===== config.mk =====
export PLATFORM = sky130hd
export DESIGN_NAME = owfp_top
export DESIGN_NICKNAME = d
export VERILOG_FILES = /design/src/core/owfp_pkg.sv /design/src/core/owfp_top.sv
export SDC_FILE = /design/constraint.sdc
export NUM_CORES = 1
export LEC_CHECK = 0
export BUFFER_PORTS_ARGS = -buffer_cell sky130_fd_sc_hd__buf_2
export CAP_MARGIN = 15
export CELL_PAD_IN_SITES_DETAIL_PLACEMENT = 2
export CELL_PAD_IN_SITES_GLOBAL_PLACEMENT = 2
export CORE_ASPECT_RATIO = 2
export CORE_MARGIN = 1
export CORE_UTILIZATION = 35
export DETAILED_ROUTE_END_ITERATION = 10
export MAX_ROUTING_LAYER = met4
export PLACE_DENSITY = 0.83
export SETUP_SLACK_MARGIN = 0.5
export SLEW_MARGIN = 20
export SYNTH_ARGS = -nofsm -noshare
export SYNTH_HDL_FRONTEND = slang
export SYNTH_SLANG_ARGS = --single-unit

===== constraint.sdc =====
create_clock -name clk -period 7.62 [get_ports clk]
set_clock_uncertainty 0.15 [all_clocks]
set_input_delay 0.381 -clock clk [delete_from_list [all_inputs] [get_ports clk]]
set_output_delay 0.381 -clock clk [all_outputs]
set_load 0.02 [all_outputs]

===== src/core/owfp_pkg.sv =====
/*
  Package for the one-time fuse programmer of a 64-tap resistor wiper.
  Holds timing counts, status codes, register offsets and the fuse carriers.
  Assumes a 200 MHz system clock.
*/
package owfp_pkg;

  // Clock and internal sequencing clock
  localparam int CLK_PERIOD_NS     = 5;
  localparam int SEQ_PERIOD_NS     = 1000;
  localparam int SEQ_DIV           = (SEQ_PERIOD_NS + CLK_PERIOD_NS - 1) / CLK_PERIOD_NS;
  localparam int BOOT_CYCLES       = 4;

  // Wiper code and serial device address
  localparam int          CODE_W   = 6;
  localparam int          TAPS     = 64;
  localparam logic [5:0]  CODE_MID = 6'h20;
  localparam logic [5:0]  DEV_ADDR = 6'h16;

  // Validation status codes
  localparam logic [1:0]  VS_READY     = 2'h0;
  localparam logic [1:0]  VS_TEST_FAIL = 2'h1;
  localparam logic [1:0]  VS_MISMATCH  = 2'h2;
  localparam logic [1:0]  VS_LOCKED    = 2'h3;

  // Register port offsets and fields
  localparam logic [3:0]  REG_IRQ_STATUS = 4'h0;
  localparam logic [3:0]  REG_IRQ_MASK   = 4'h4;
  localparam logic [3:0]  REG_STATE      = 4'h8;
  localparam int          EV_W           = 4;
  localparam int          EV_WRITE       = 0;
  localparam int          EV_DONE        = 1;
  localparam int          EV_TEST_FAIL   = 2;
  localparam int          EV_MISMATCH    = 3;
  localparam logic [3:0]  IRQ_RESET      = 4'h0;

  // Fuse blow strobes toward the fuse array
  typedef struct packed {
    logic       test;
    logic [5:0] data;
    logic       lock;
  } owfp_blow_t;

  // Fuse sense levels from the fuse array
  typedef struct packed {
    logic       test_ok;
    logic [5:0] data;
    logic       lock;
  } owfp_sense_t;

  typedef enum logic [2:0] {
    S_BOOT     = 3'b000,
    S_IDLE     = 3'b001,
    S_TEST     = 3'b010,
    S_TEST_CHK = 3'b011,
    S_DATA     = 3'b100,
    S_CMP      = 3'b101,
    S_LOCK     = 3'b110,
    S_HALT     = 3'b111
  } owfp_seq_t;

endpackage : owfp_pkg


===== src/core/owfp_top.sv =====
/*
  One-time fuse programmer with two-wire serial slave, wiper register,
  tap decoder, fuse sequencer and an interrupt register port.
  Assumes serial pins and fuse sense levels are asynchronous to clk; power-on
  is signalled by reset; the fuse array answers its blow strobes within one
  internal sequencing clock period.
*/
// The placing of the registers and the plain strobed port were chosen for this implementation.
`timescale 1ns/1ps

module owfp_top #(
  parameter int SEQ_DIV_P = owfp_pkg::SEQ_DIV
) (
  input  wire logic                 clk,
  input  wire logic                 reset,
  input  wire logic                 scl_in,
  input  wire logic                 sda_in,
  output logic                      sda_out,
  output logic                      sda_oe,
  input  wire logic                 address_select_pin,
  input  wire owfp_pkg::owfp_sense_t fuse_sense,
  output owfp_pkg::owfp_blow_t      fuse_blow,
  output logic                      seq_clk_en,
  output logic [5:0]                wiper_code,
  output logic [5:0]                top_distance,
  output logic [63:0]               tap_select,
  output logic                      validation_status_high,
  output logic                      validation_status_low,
  input  wire logic [3:0]           reg_addr,
  input  wire logic [31:0]          reg_wdata,
  input  wire logic                 reg_write,
  input  wire logic                 reg_read,
  output logic [31:0]               reg_rdata,
  output logic                      irq
);
  import owfp_pkg::*;

  logic [1:0]   scl_sync;
  logic [1:0]   sda_sync;
  logic [1:0]   pin_sync;
  owfp_sense_t  sense_meta;
  owfp_sense_t  sense_s;
  logic         scl_d;
  logic         sda_d;
  logic         scl_rise;
  logic         scl_fall;
  logic         start_cond;
  logic         stop_cond;
  logic         active;
  logic         selected;
  logic         rw;
  logic [3:0]   bit_cnt;
  logic [1:0]   byte_idx;
  logic [7:0]   shreg;
  logic [7:0]   tx;
  logic [7:0]   instr;
  logic         wr_pulse;
  logic [5:0]   wr_code;
  logic         program_sequence_trigger;
  logic         write_ok;
  owfp_seq_t    state;
  logic [1:0]   vstatus;
  logic [15:0]  tick_cnt;
  logic         tick;
  logic [2:0]   boot_cnt;
  logic         boot_load;
  logic [2:0]   fuse_idx;
  logic [EV_W-1:0] events;
  logic [EV_W-1:0] irq_status;
  logic [EV_W-1:0] irq_mask;
  logic [EV_W-1:0] clr_bits;

  // Two-flop synchronisers for every asynchronous input
  always_ff @(posedge clk or posedge reset) begin
    if (reset) begin
      scl_sync   <= 2'h3;
      sda_sync   <= 2'h3;
      pin_sync   <= 2'h0;
      sense_meta <= '0;
      sense_s    <= '0;
    end else begin
      scl_sync   <= {scl_sync[0], scl_in};
      sda_sync   <= {sda_sync[0], sda_in};
      pin_sync   <= {pin_sync[0], address_select_pin};
      sense_meta <= fuse_sense;
      sense_s    <= sense_meta;
    end
  end

  // Delayed copies of the synchronised bus for edge detection
  always_ff @(posedge clk or posedge reset) begin
    if (reset) begin
      scl_d <= 1'b1;
      sda_d <= 1'b1;
    end else begin
      scl_d <= scl_sync[1];
      sda_d <= sda_sync[1];
    end
  end

  assign scl_rise   = scl_sync[1] & ~scl_d;
  assign scl_fall   = ~scl_sync[1] & scl_d;
  assign start_cond = scl_sync[1] & scl_d & sda_d & ~sda_sync[1];
  assign stop_cond  = scl_sync[1] & scl_d & ~sda_d & sda_sync[1];
  assign sda_out    = 1'b0;   // Open drain: only ever pulls low

  // Serial slave: bit counting, acknowledge and readback drive
  always_ff @(posedge clk or posedge reset) begin
    if (reset) begin
      active   <= 1'b0;
      selected <= 1'b0;
      rw       <= 1'b0;
      bit_cnt  <= 4'h0;
      byte_idx <= 2'h0;
      shreg    <= 8'h00;
      tx       <= 8'h00;
      instr    <= 8'h00;
      sda_oe   <= 1'b0;
      wr_pulse <= 1'b0;
      wr_code  <= 6'h00;
    end else begin
      wr_pulse <= 1'b0;
      if (start_cond) begin
        active   <= 1'b1;
        selected <= 1'b0;
        bit_cnt  <= 4'h0;
        byte_idx <= 2'h0;
        sda_oe   <= 1'b0;
      end else if (stop_cond) begin
        active <= 1'b0;
        sda_oe <= 1'b0;
      end else if (active && scl_rise) begin
        if (bit_cnt < 4'h8) begin
          shreg <= {shreg[6:0], sda_sync[1]};
        end
        if (bit_cnt != 4'h9) begin
          bit_cnt <= bit_cnt + 4'h1;
        end
      end else if (active && scl_fall) begin
        if (bit_cnt == 4'h8) begin
          if (byte_idx == 2'h0) begin
            if (shreg[7:1] == {DEV_ADDR, pin_sync[1]}) begin
              selected <= 1'b1;
              rw       <= shreg[0];
              sda_oe   <= 1'b1;
            end else begin
              active <= 1'b0;
            end
          end else if (selected && !rw && byte_idx == 2'h1) begin
            instr  <= shreg;
            sda_oe <= 1'b1;
          end else if (selected && !rw && byte_idx == 2'h2) begin
            wr_code  <= shreg[5:0];
            wr_pulse <= 1'b1;
            sda_oe   <= 1'b1;
          end else begin
            sda_oe <= 1'b0;
          end
        end else if (bit_cnt == 4'h9) begin
          bit_cnt <= 4'h0;
          if (byte_idx != 2'h3) begin
            byte_idx <= byte_idx + 2'h1;
          end
          if (rw && byte_idx == 2'h0) begin
            tx     <= {vstatus, wiper_code};
            sda_oe <= ~vstatus[1];
          end else begin
            sda_oe <= 1'b0;
          end
        end else if (rw && byte_idx == 2'h1) begin
          tx     <= {tx[6:0], 1'b0};
          sda_oe <= ~tx[6];
        end
      end
    end
  end

  // writes refused once locked or busy
  assign write_ok                 = wr_pulse && state == S_IDLE && vstatus != VS_LOCKED;
  // single attempt: only from ready status
  assign program_sequence_trigger = write_ok && instr[7] && vstatus == VS_READY;
  assign boot_load                = state == S_BOOT && boot_cnt == 3'(BOOT_CYCLES - 1);

  // Internal sequencing clock, running only while programming
  always_ff @(posedge clk or posedge reset) begin
    if (reset) begin
      tick_cnt <= 16'h0000;
    end else if (!seq_clk_en || tick) begin
      tick_cnt <= 16'h0000;
    end else begin
      tick_cnt <= tick_cnt + 16'h0001;
    end
  end

  assign tick       = seq_clk_en && tick_cnt == 16'(SEQ_DIV_P - 1);
  assign seq_clk_en = state == S_TEST || state == S_TEST_CHK || state == S_DATA ||
                      state == S_CMP || state == S_LOCK;

  // Fuse sequencer and validation status
  always_ff @(posedge clk or posedge reset) begin
    if (reset) begin
      state     <= S_BOOT;
      vstatus   <= VS_READY;
      boot_cnt  <= 3'h0;
      fuse_idx  <= 3'h0;
      fuse_blow <= '0;
    end else begin
      case (state)
        S_BOOT: begin
          boot_cnt <= boot_cnt + 3'h1;
          if (boot_load) begin
            vstatus <= sense_s.lock ? VS_LOCKED : VS_READY;
            state   <= S_IDLE;
          end
        end
        S_IDLE: begin
          if (program_sequence_trigger) begin
            fuse_blow.test <= 1'b1;
            state          <= S_TEST;
          end
        end
        S_TEST: begin
          if (tick) begin
            fuse_blow.test <= 1'b0;
            state          <= S_TEST_CHK;
          end
        end
        S_TEST_CHK: begin
          if (tick) begin
            if (sense_s.test_ok) begin
              fuse_idx       <= 3'h0;
              fuse_blow.data <= wiper_code & 6'h01;
              state          <= S_DATA;
            end else begin
              vstatus <= VS_TEST_FAIL;
              state   <= S_HALT;
            end
          end
        end
        S_DATA: begin
          // one data fuse per internal cycle
          if (tick) begin
            if (fuse_idx == 3'(CODE_W - 1)) begin
              fuse_blow.data <= 6'h00;
              state          <= S_CMP;
            end else begin
              fuse_idx       <= fuse_idx + 3'h1;
              fuse_blow.data <= wiper_code & (6'h01 << (fuse_idx + 3'h1));
            end
          end
        end
        S_CMP: begin
          if (tick) begin
            if (sense_s.data == wiper_code) begin
              fuse_blow.lock <= 1'b1;
              state          <= S_LOCK;
            end else begin
              vstatus <= VS_MISMATCH;
              state   <= S_HALT;
            end
          end
        end
        S_LOCK: begin
          if (tick) begin
            fuse_blow.lock <= 1'b0;
            vstatus        <= VS_LOCKED;
            state          <= S_HALT;
          end
        end
        default: begin
          state <= S_HALT;
        end
      endcase
    end
  end

  assign validation_status_high = vstatus[1];
  assign validation_status_low  = vstatus[0];

  // Wiper register: power-on preset or fused code, then serial writes
  always_ff @(posedge clk or posedge reset) begin
    if (reset) begin
      wiper_code <= CODE_MID;
    end else if (boot_load) begin
      wiper_code <= sense_s.lock ? sense_s.data : CODE_MID;
    end else if (write_ok) begin
      wiper_code <= wr_code;
    end
  end

  // Tap decoder for the variable_resistor_array
  always_ff @(posedge clk or posedge reset) begin
    if (reset) begin
      tap_select   <= 64'h0;
      top_distance <= 6'h00;
    end else begin
      // code zero is the bottom tap
      tap_select   <= 64'h1 << wiper_code;
      // taps above wiper shrink as code grows
      top_distance <= 6'h3f - wiper_code;
    end
  end

  // Interrupt events, sticky status with set winning over clear
  assign events[EV_WRITE]     = write_ok;
  assign events[EV_DONE]      = state == S_LOCK && tick;
  assign events[EV_TEST_FAIL] = state == S_TEST_CHK && tick && !sense_s.test_ok;
  assign events[EV_MISMATCH]  = state == S_CMP && tick && sense_s.data != wiper_code;
  assign clr_bits = (reg_write && reg_addr == REG_IRQ_STATUS) ? reg_wdata[EV_W-1:0] : '0;

  always_ff @(posedge clk or posedge reset) begin
    if (reset) begin
      irq_status <= IRQ_RESET;
      irq_mask   <= IRQ_RESET;
    end else begin
      irq_status <= (irq_status & ~clr_bits) | events;
      if (reg_write && reg_addr == REG_IRQ_MASK) begin
        irq_mask <= reg_wdata[EV_W-1:0];
      end
    end
  end

  assign irq = |(irq_status & irq_mask);

  // Register read port, data valid for one cycle after the strobe
  always_ff @(posedge clk or posedge reset) begin
    if (reset) begin
      reg_rdata <= 32'h0;
    end else if (reg_read) begin
      if (reg_addr == REG_IRQ_STATUS) begin
        reg_rdata <= {28'h0, irq_status};
      end else if (reg_addr == REG_IRQ_MASK) begin
        reg_rdata <= {28'h0, irq_mask};
      end else if (reg_addr == REG_STATE) begin
        reg_rdata <= {21'h0, state, vstatus, wiper_code};
      end else begin
        reg_rdata <= 32'h0;
      end
    end else begin
      reg_rdata <= 32'h0;
    end
  end

endmodule : owfp_top

After elaboration in Yosys (flattened, before gate mapping)
Cells that the tools add are included.
Word-level totals
  bits in registers: 215
  input bits: 51
  output and inout port bits: 122
  logic and storage cells: 272
Operators by class
  add/sub/neg operators: 6
  magnitude comparators: 1
  eq/ne operators: 43
  shift operators: 2
  multiplexer cells: 93
  bitwise gates (word level): 24
  reductions and logical operators: 67
Operator list (number)
  $shl 1x6->64 const A: 1
  $mux 6: 7
  $mux 1: 37
  $mux 3: 12
  $mux 11: 3
  $mux 32: 1
  $mux 4: 8
  $ne 2x2->1 const B: 16
  $mux 2: 15
  $reduce_and 7->1: 4
  $reduce_bool 2->1: 11
  $mux 7: 3
  $pmux 3 s7: 1
  $logic_and 1x1->1: 20
  $add 16x1->16 const B: 1
  $eq 16x8->1 const B: 1
  $mux 16: 1
  $reduce_and 4->1: 4
  $reduce_and 8->1: 2
  $reduce_and 5->1: 3
  $reduce_bool 3->1: 5
  $eq 3x3->1 const B: 4
  $eq 4x4->1 const B: 3
  $not 1->1: 12
  other kinds (38): 61

Longest topological paths before layout
  word-level depth: 11
  gate-level depth with buffers: 7

Worst setup path before layout
No wires, ideal clock.
  kind: register to register
  from: reg tick_cnt[3]
  to: reg fuse_blow[3] (netlist bit)
  arrival: 2.017 ns
  data required time: 7.334 ns
  setup slack: 5.317 ns
  stages on the path, launching flop included: 7
  buffers on the path: 2
  clock period less this slack: 2.303 ns
  cells stage by stage: dfrtp_1 or4_4 or4_1 buf_2 buf_2 o21ai_0 o31ai_1
Between the ends
  longest elaborated chain between the ends: 4
Ends and longest elaborated chain
  start, declared: line owfp_top.sv:63  | logic [15:0] tick_cnt;
  start signal, assigned: line owfp_top.sv:191  | tick_cnt <= tick_cnt + 16'h0001;
  $eq 16x8->1 *: line owfp_top.sv:195  | assign tick = seq_clk_en && tick_cnt == 16'(SEQ_DIV_P - 1);
  $logic_and 1x1->1 *: line owfp_top.sv:195
  $ne 2x2->1 (no line)
  $reduce_and 4->1 (no line) *
  end, declared: line owfp_top.sv:22  | output owfp_pkg::owfp_blow_t fuse_blow,
Mark *: on every way between the ends. The rest lies on a longest branch, timed or not.
A chain may end at the register's enable or synchronous reset.

Worst setup path after layout
  from: reg tick_cnt[3]
  to: reg tick_cnt[14]
Between the ends
  longest elaborated chain between the ends: 4
Ends and longest elaborated chain
  parallel branches: the longest is 3 deep, another holds $add 16x1->16
  $mux 16 *: line owfp_top.sv:188  | end else if (!seq_clk_en || tick) begin
Mark *: on every way between the ends.

==> metrics <==
area grow syn2layout=19.3%; Lkg Pwr=4.54 nW; Post-synth EDFFs=0; final wirelength=23.2 mm; HP Class=input pin to flop; Inserted Clock Buffers=17; Slowest-stage cell, CP=or4_1; layout cells sized above 1=0.239; WL per Instance=20.7 µm; first-pass GRT wire length=36.7 mm; core area=0.0220 mm²; routability cong.=0.821; Die Y=213 µm; TritonCTS clock tree=done; power per cell area=233 mW/mm²; H-tree levels=4; fin worst setup slack=4800 ps; Worst setup SP type=flop; Worst EP arrival=2990 ps; max-cap viol count=0; CTS resizes=0; Worst-Margin Slew=783 ps; die width=108 µm; RSZ-0062 raised after global routing=no; Period minus WS final=2820 ps; leading area contributor after synthesis=dfrtp_1; CP Capture Type=flop; DP Worst Slack=4770 ps; die footprint=0.0230 mm²; worst-skew pair later-pin latency=450 ps; Primary FF master, synth=dfrtp_1; vias per cell=5.19; commonest cells in the netlist=dfrtp_1, nor2_1, nand2_1, a21oi_1, mux2_2; fin crit share=0.370; number of global-route vias before repair=6,595; Synth top area share=0.577; CTS root buf=clkbuf_16; outcome=completed; critical path, cell by cell=or4_4 -> or4_1 -> nand2_1 -> nor2_1; DR vias=5,808; worst-path maximum fanout=16; IO Pins=173; Yosys warnings=0; Detail Placement HPWL=16.5 mm; pin count of the biggest net entering global routing=89; FP Rows=77; Crit path required time=7790 ps; nets=896; post-route ant nets=0; post-CTS setup buffer count=0; DRC=0; RR Startpoint=tick_cnt[3]; synthesized area=0.00781 mm²; Final Util=0.424; most common cell in the synthesized netlist=dfrtp_1; Max Freq=354 MHz; Worst setup startpoint=tick_cnt[3]; Clock Sinks=187; grt total ovfl=0; Final TNS setup=0 ps; Hold Vio Cnt, Final=0; Longest Clk Path Bufs=2; Worst slew margin=0.478; CP peak stage delay=850 ps; initial core utilization=0.356; DRT iter0 DRCs=164; ys async rst share=1.00; Worst VDD drop=0.167 mV; Total GRT Usage=0.224; final setup vio count=0; clock transition at the registers of the reported paths=70 ps; sequential share of the synthesized area=0.600; synthesized area per cell=11.2 µm²; drt pass-1 iters=5; max-slew violation count=0; I/O Buffers=122; Synth Instances=700; HP Start=reg_wdata[0]; synth top area cells=dfrtp_1, nor2_1, mux2_2, nand2_1, ha_1; critical path class=flop to flop; synthesized flop and latch total=187; post-synth cell types=63; Min Hold Slack=33.6 ps; initial antenna violation count=0; n_diodes=0
## what timing repair did
| item | in CTS | in global routing |
|---|---|---|
| endpoints found under the hold margin | 94 | 0 |
| hold buffers | 12 | 0 |
| endpoints found under the setup margin | 0 | 0 |
## metrics by stage
step	total power, mW	area (µm²)	cells
after floorplan	1.22	7890	721
after global placement	1.28	8610	1074
after detailed placement	1.29	8610	1074
after CTS	2.21	9320	1118
after global routing	2.26	9320	1118
final	2.17	9320	1118
## state kept, by name, indices dropped and copies added (netlist names), 6 cells and up
signal        flops
fuse_blow         8
reg_rdata        11
sense_meta        8
sense_s           8
shreg             8
tap_select       64
tick_cnt         16
top_distance      6
tx                7
wiper_code        6
wr_code           6
## layer usage
| metal | global-route usage | part of all wire | vias up |
|---|---|---|---|
| met5 | - | 0 | - |
| met4 | 0.120 | 0.041 | 0 |
| met3 | 0.0430 | 0.028 | 60 |
| met2 | 0.414 | 0.58 | 135 |
| met1 | 0.215 | 0.35 | 2999 |
| li1 | - | - | 2614 |
## path summary, 6_finish.rpt
check,endpoint,slack (ps),cells after the start
setup / recovery,tick_cnt[14],4800,4
hold / removal,irq_mask[0],30,2
setup reg to reg,tick_cnt[14],4800,4
hold reg to reg,sense_s[2],200,0
max in group asynchronous,bit_cnt[0],5620,4
min in group asynchronous,top_distance[3],460,3
## cells by family (layout without fill, tap and decap cells)
kind of cell,after synthesis,in the layout,synth area share
other,1,22,0.000480
buffers and inverters,71,192,0.0452
adder cells (fa/ha/maj),16,16,0.0256
AND/OR/NAND/NOR,265,265,0.167
XOR/XNOR,25,25,0.0280
multiplexers,38,38,0.0533
flip-flops,187,187,0.600
AO/OA/AOI/OAI,97,97,0.0799
## area by class of cell
type                    count  area [µm²]
clock buffers              19         443
clock inverters            13         145
fillers                  2302       12600
inverters                  23        91.3
multi-input cells         463        2850
flip-flops and latches    187        4690
well taps                 276         345
repair buffers            137         753
## power breakdown
| group | leakage, nW | total, mW | switching, mW | internal [mW] |
|---|---|---|---|---|
| Clock | 0.283 | 0.898 | 0.424 | 0.473 |
| Sequential | 2.47 | 1.09 | 0.0541 | 1.04 |
| Combinational | 1.79 | 0.182 | 0.115 | 0.0672 |
| Total | 4.54 | 2.17 | 0.594 | 1.58 |
## worst max-delay path: cells and delay by family, from the launching register on
family / cells / cell delay, ps
and+or+nand+nor: 4 / 2070
DFF: 1 / 470
## cell usage in the layout, fill, tap and decap left out, types with 8 or more instances in the layout
cell / instances
clkbuf_16: 17
ha_1: 16
mux2_2: 29
nor4_1: 9
buf_2: 122
xnor2_1: 18
o21ai_0: 27
mux2i_1: 9
inv_6: 8
a21oi_1: 29
conb_1: 22
nor2_1: 101
dfrtp_1: 180
nand3_1: 21
nor3_1: 16
nand4_1: 10
nand2_1: 58
dlygate4sd3_1: 12
inv_1: 21
Note: power is estimated with default switching activity, not from simulation.
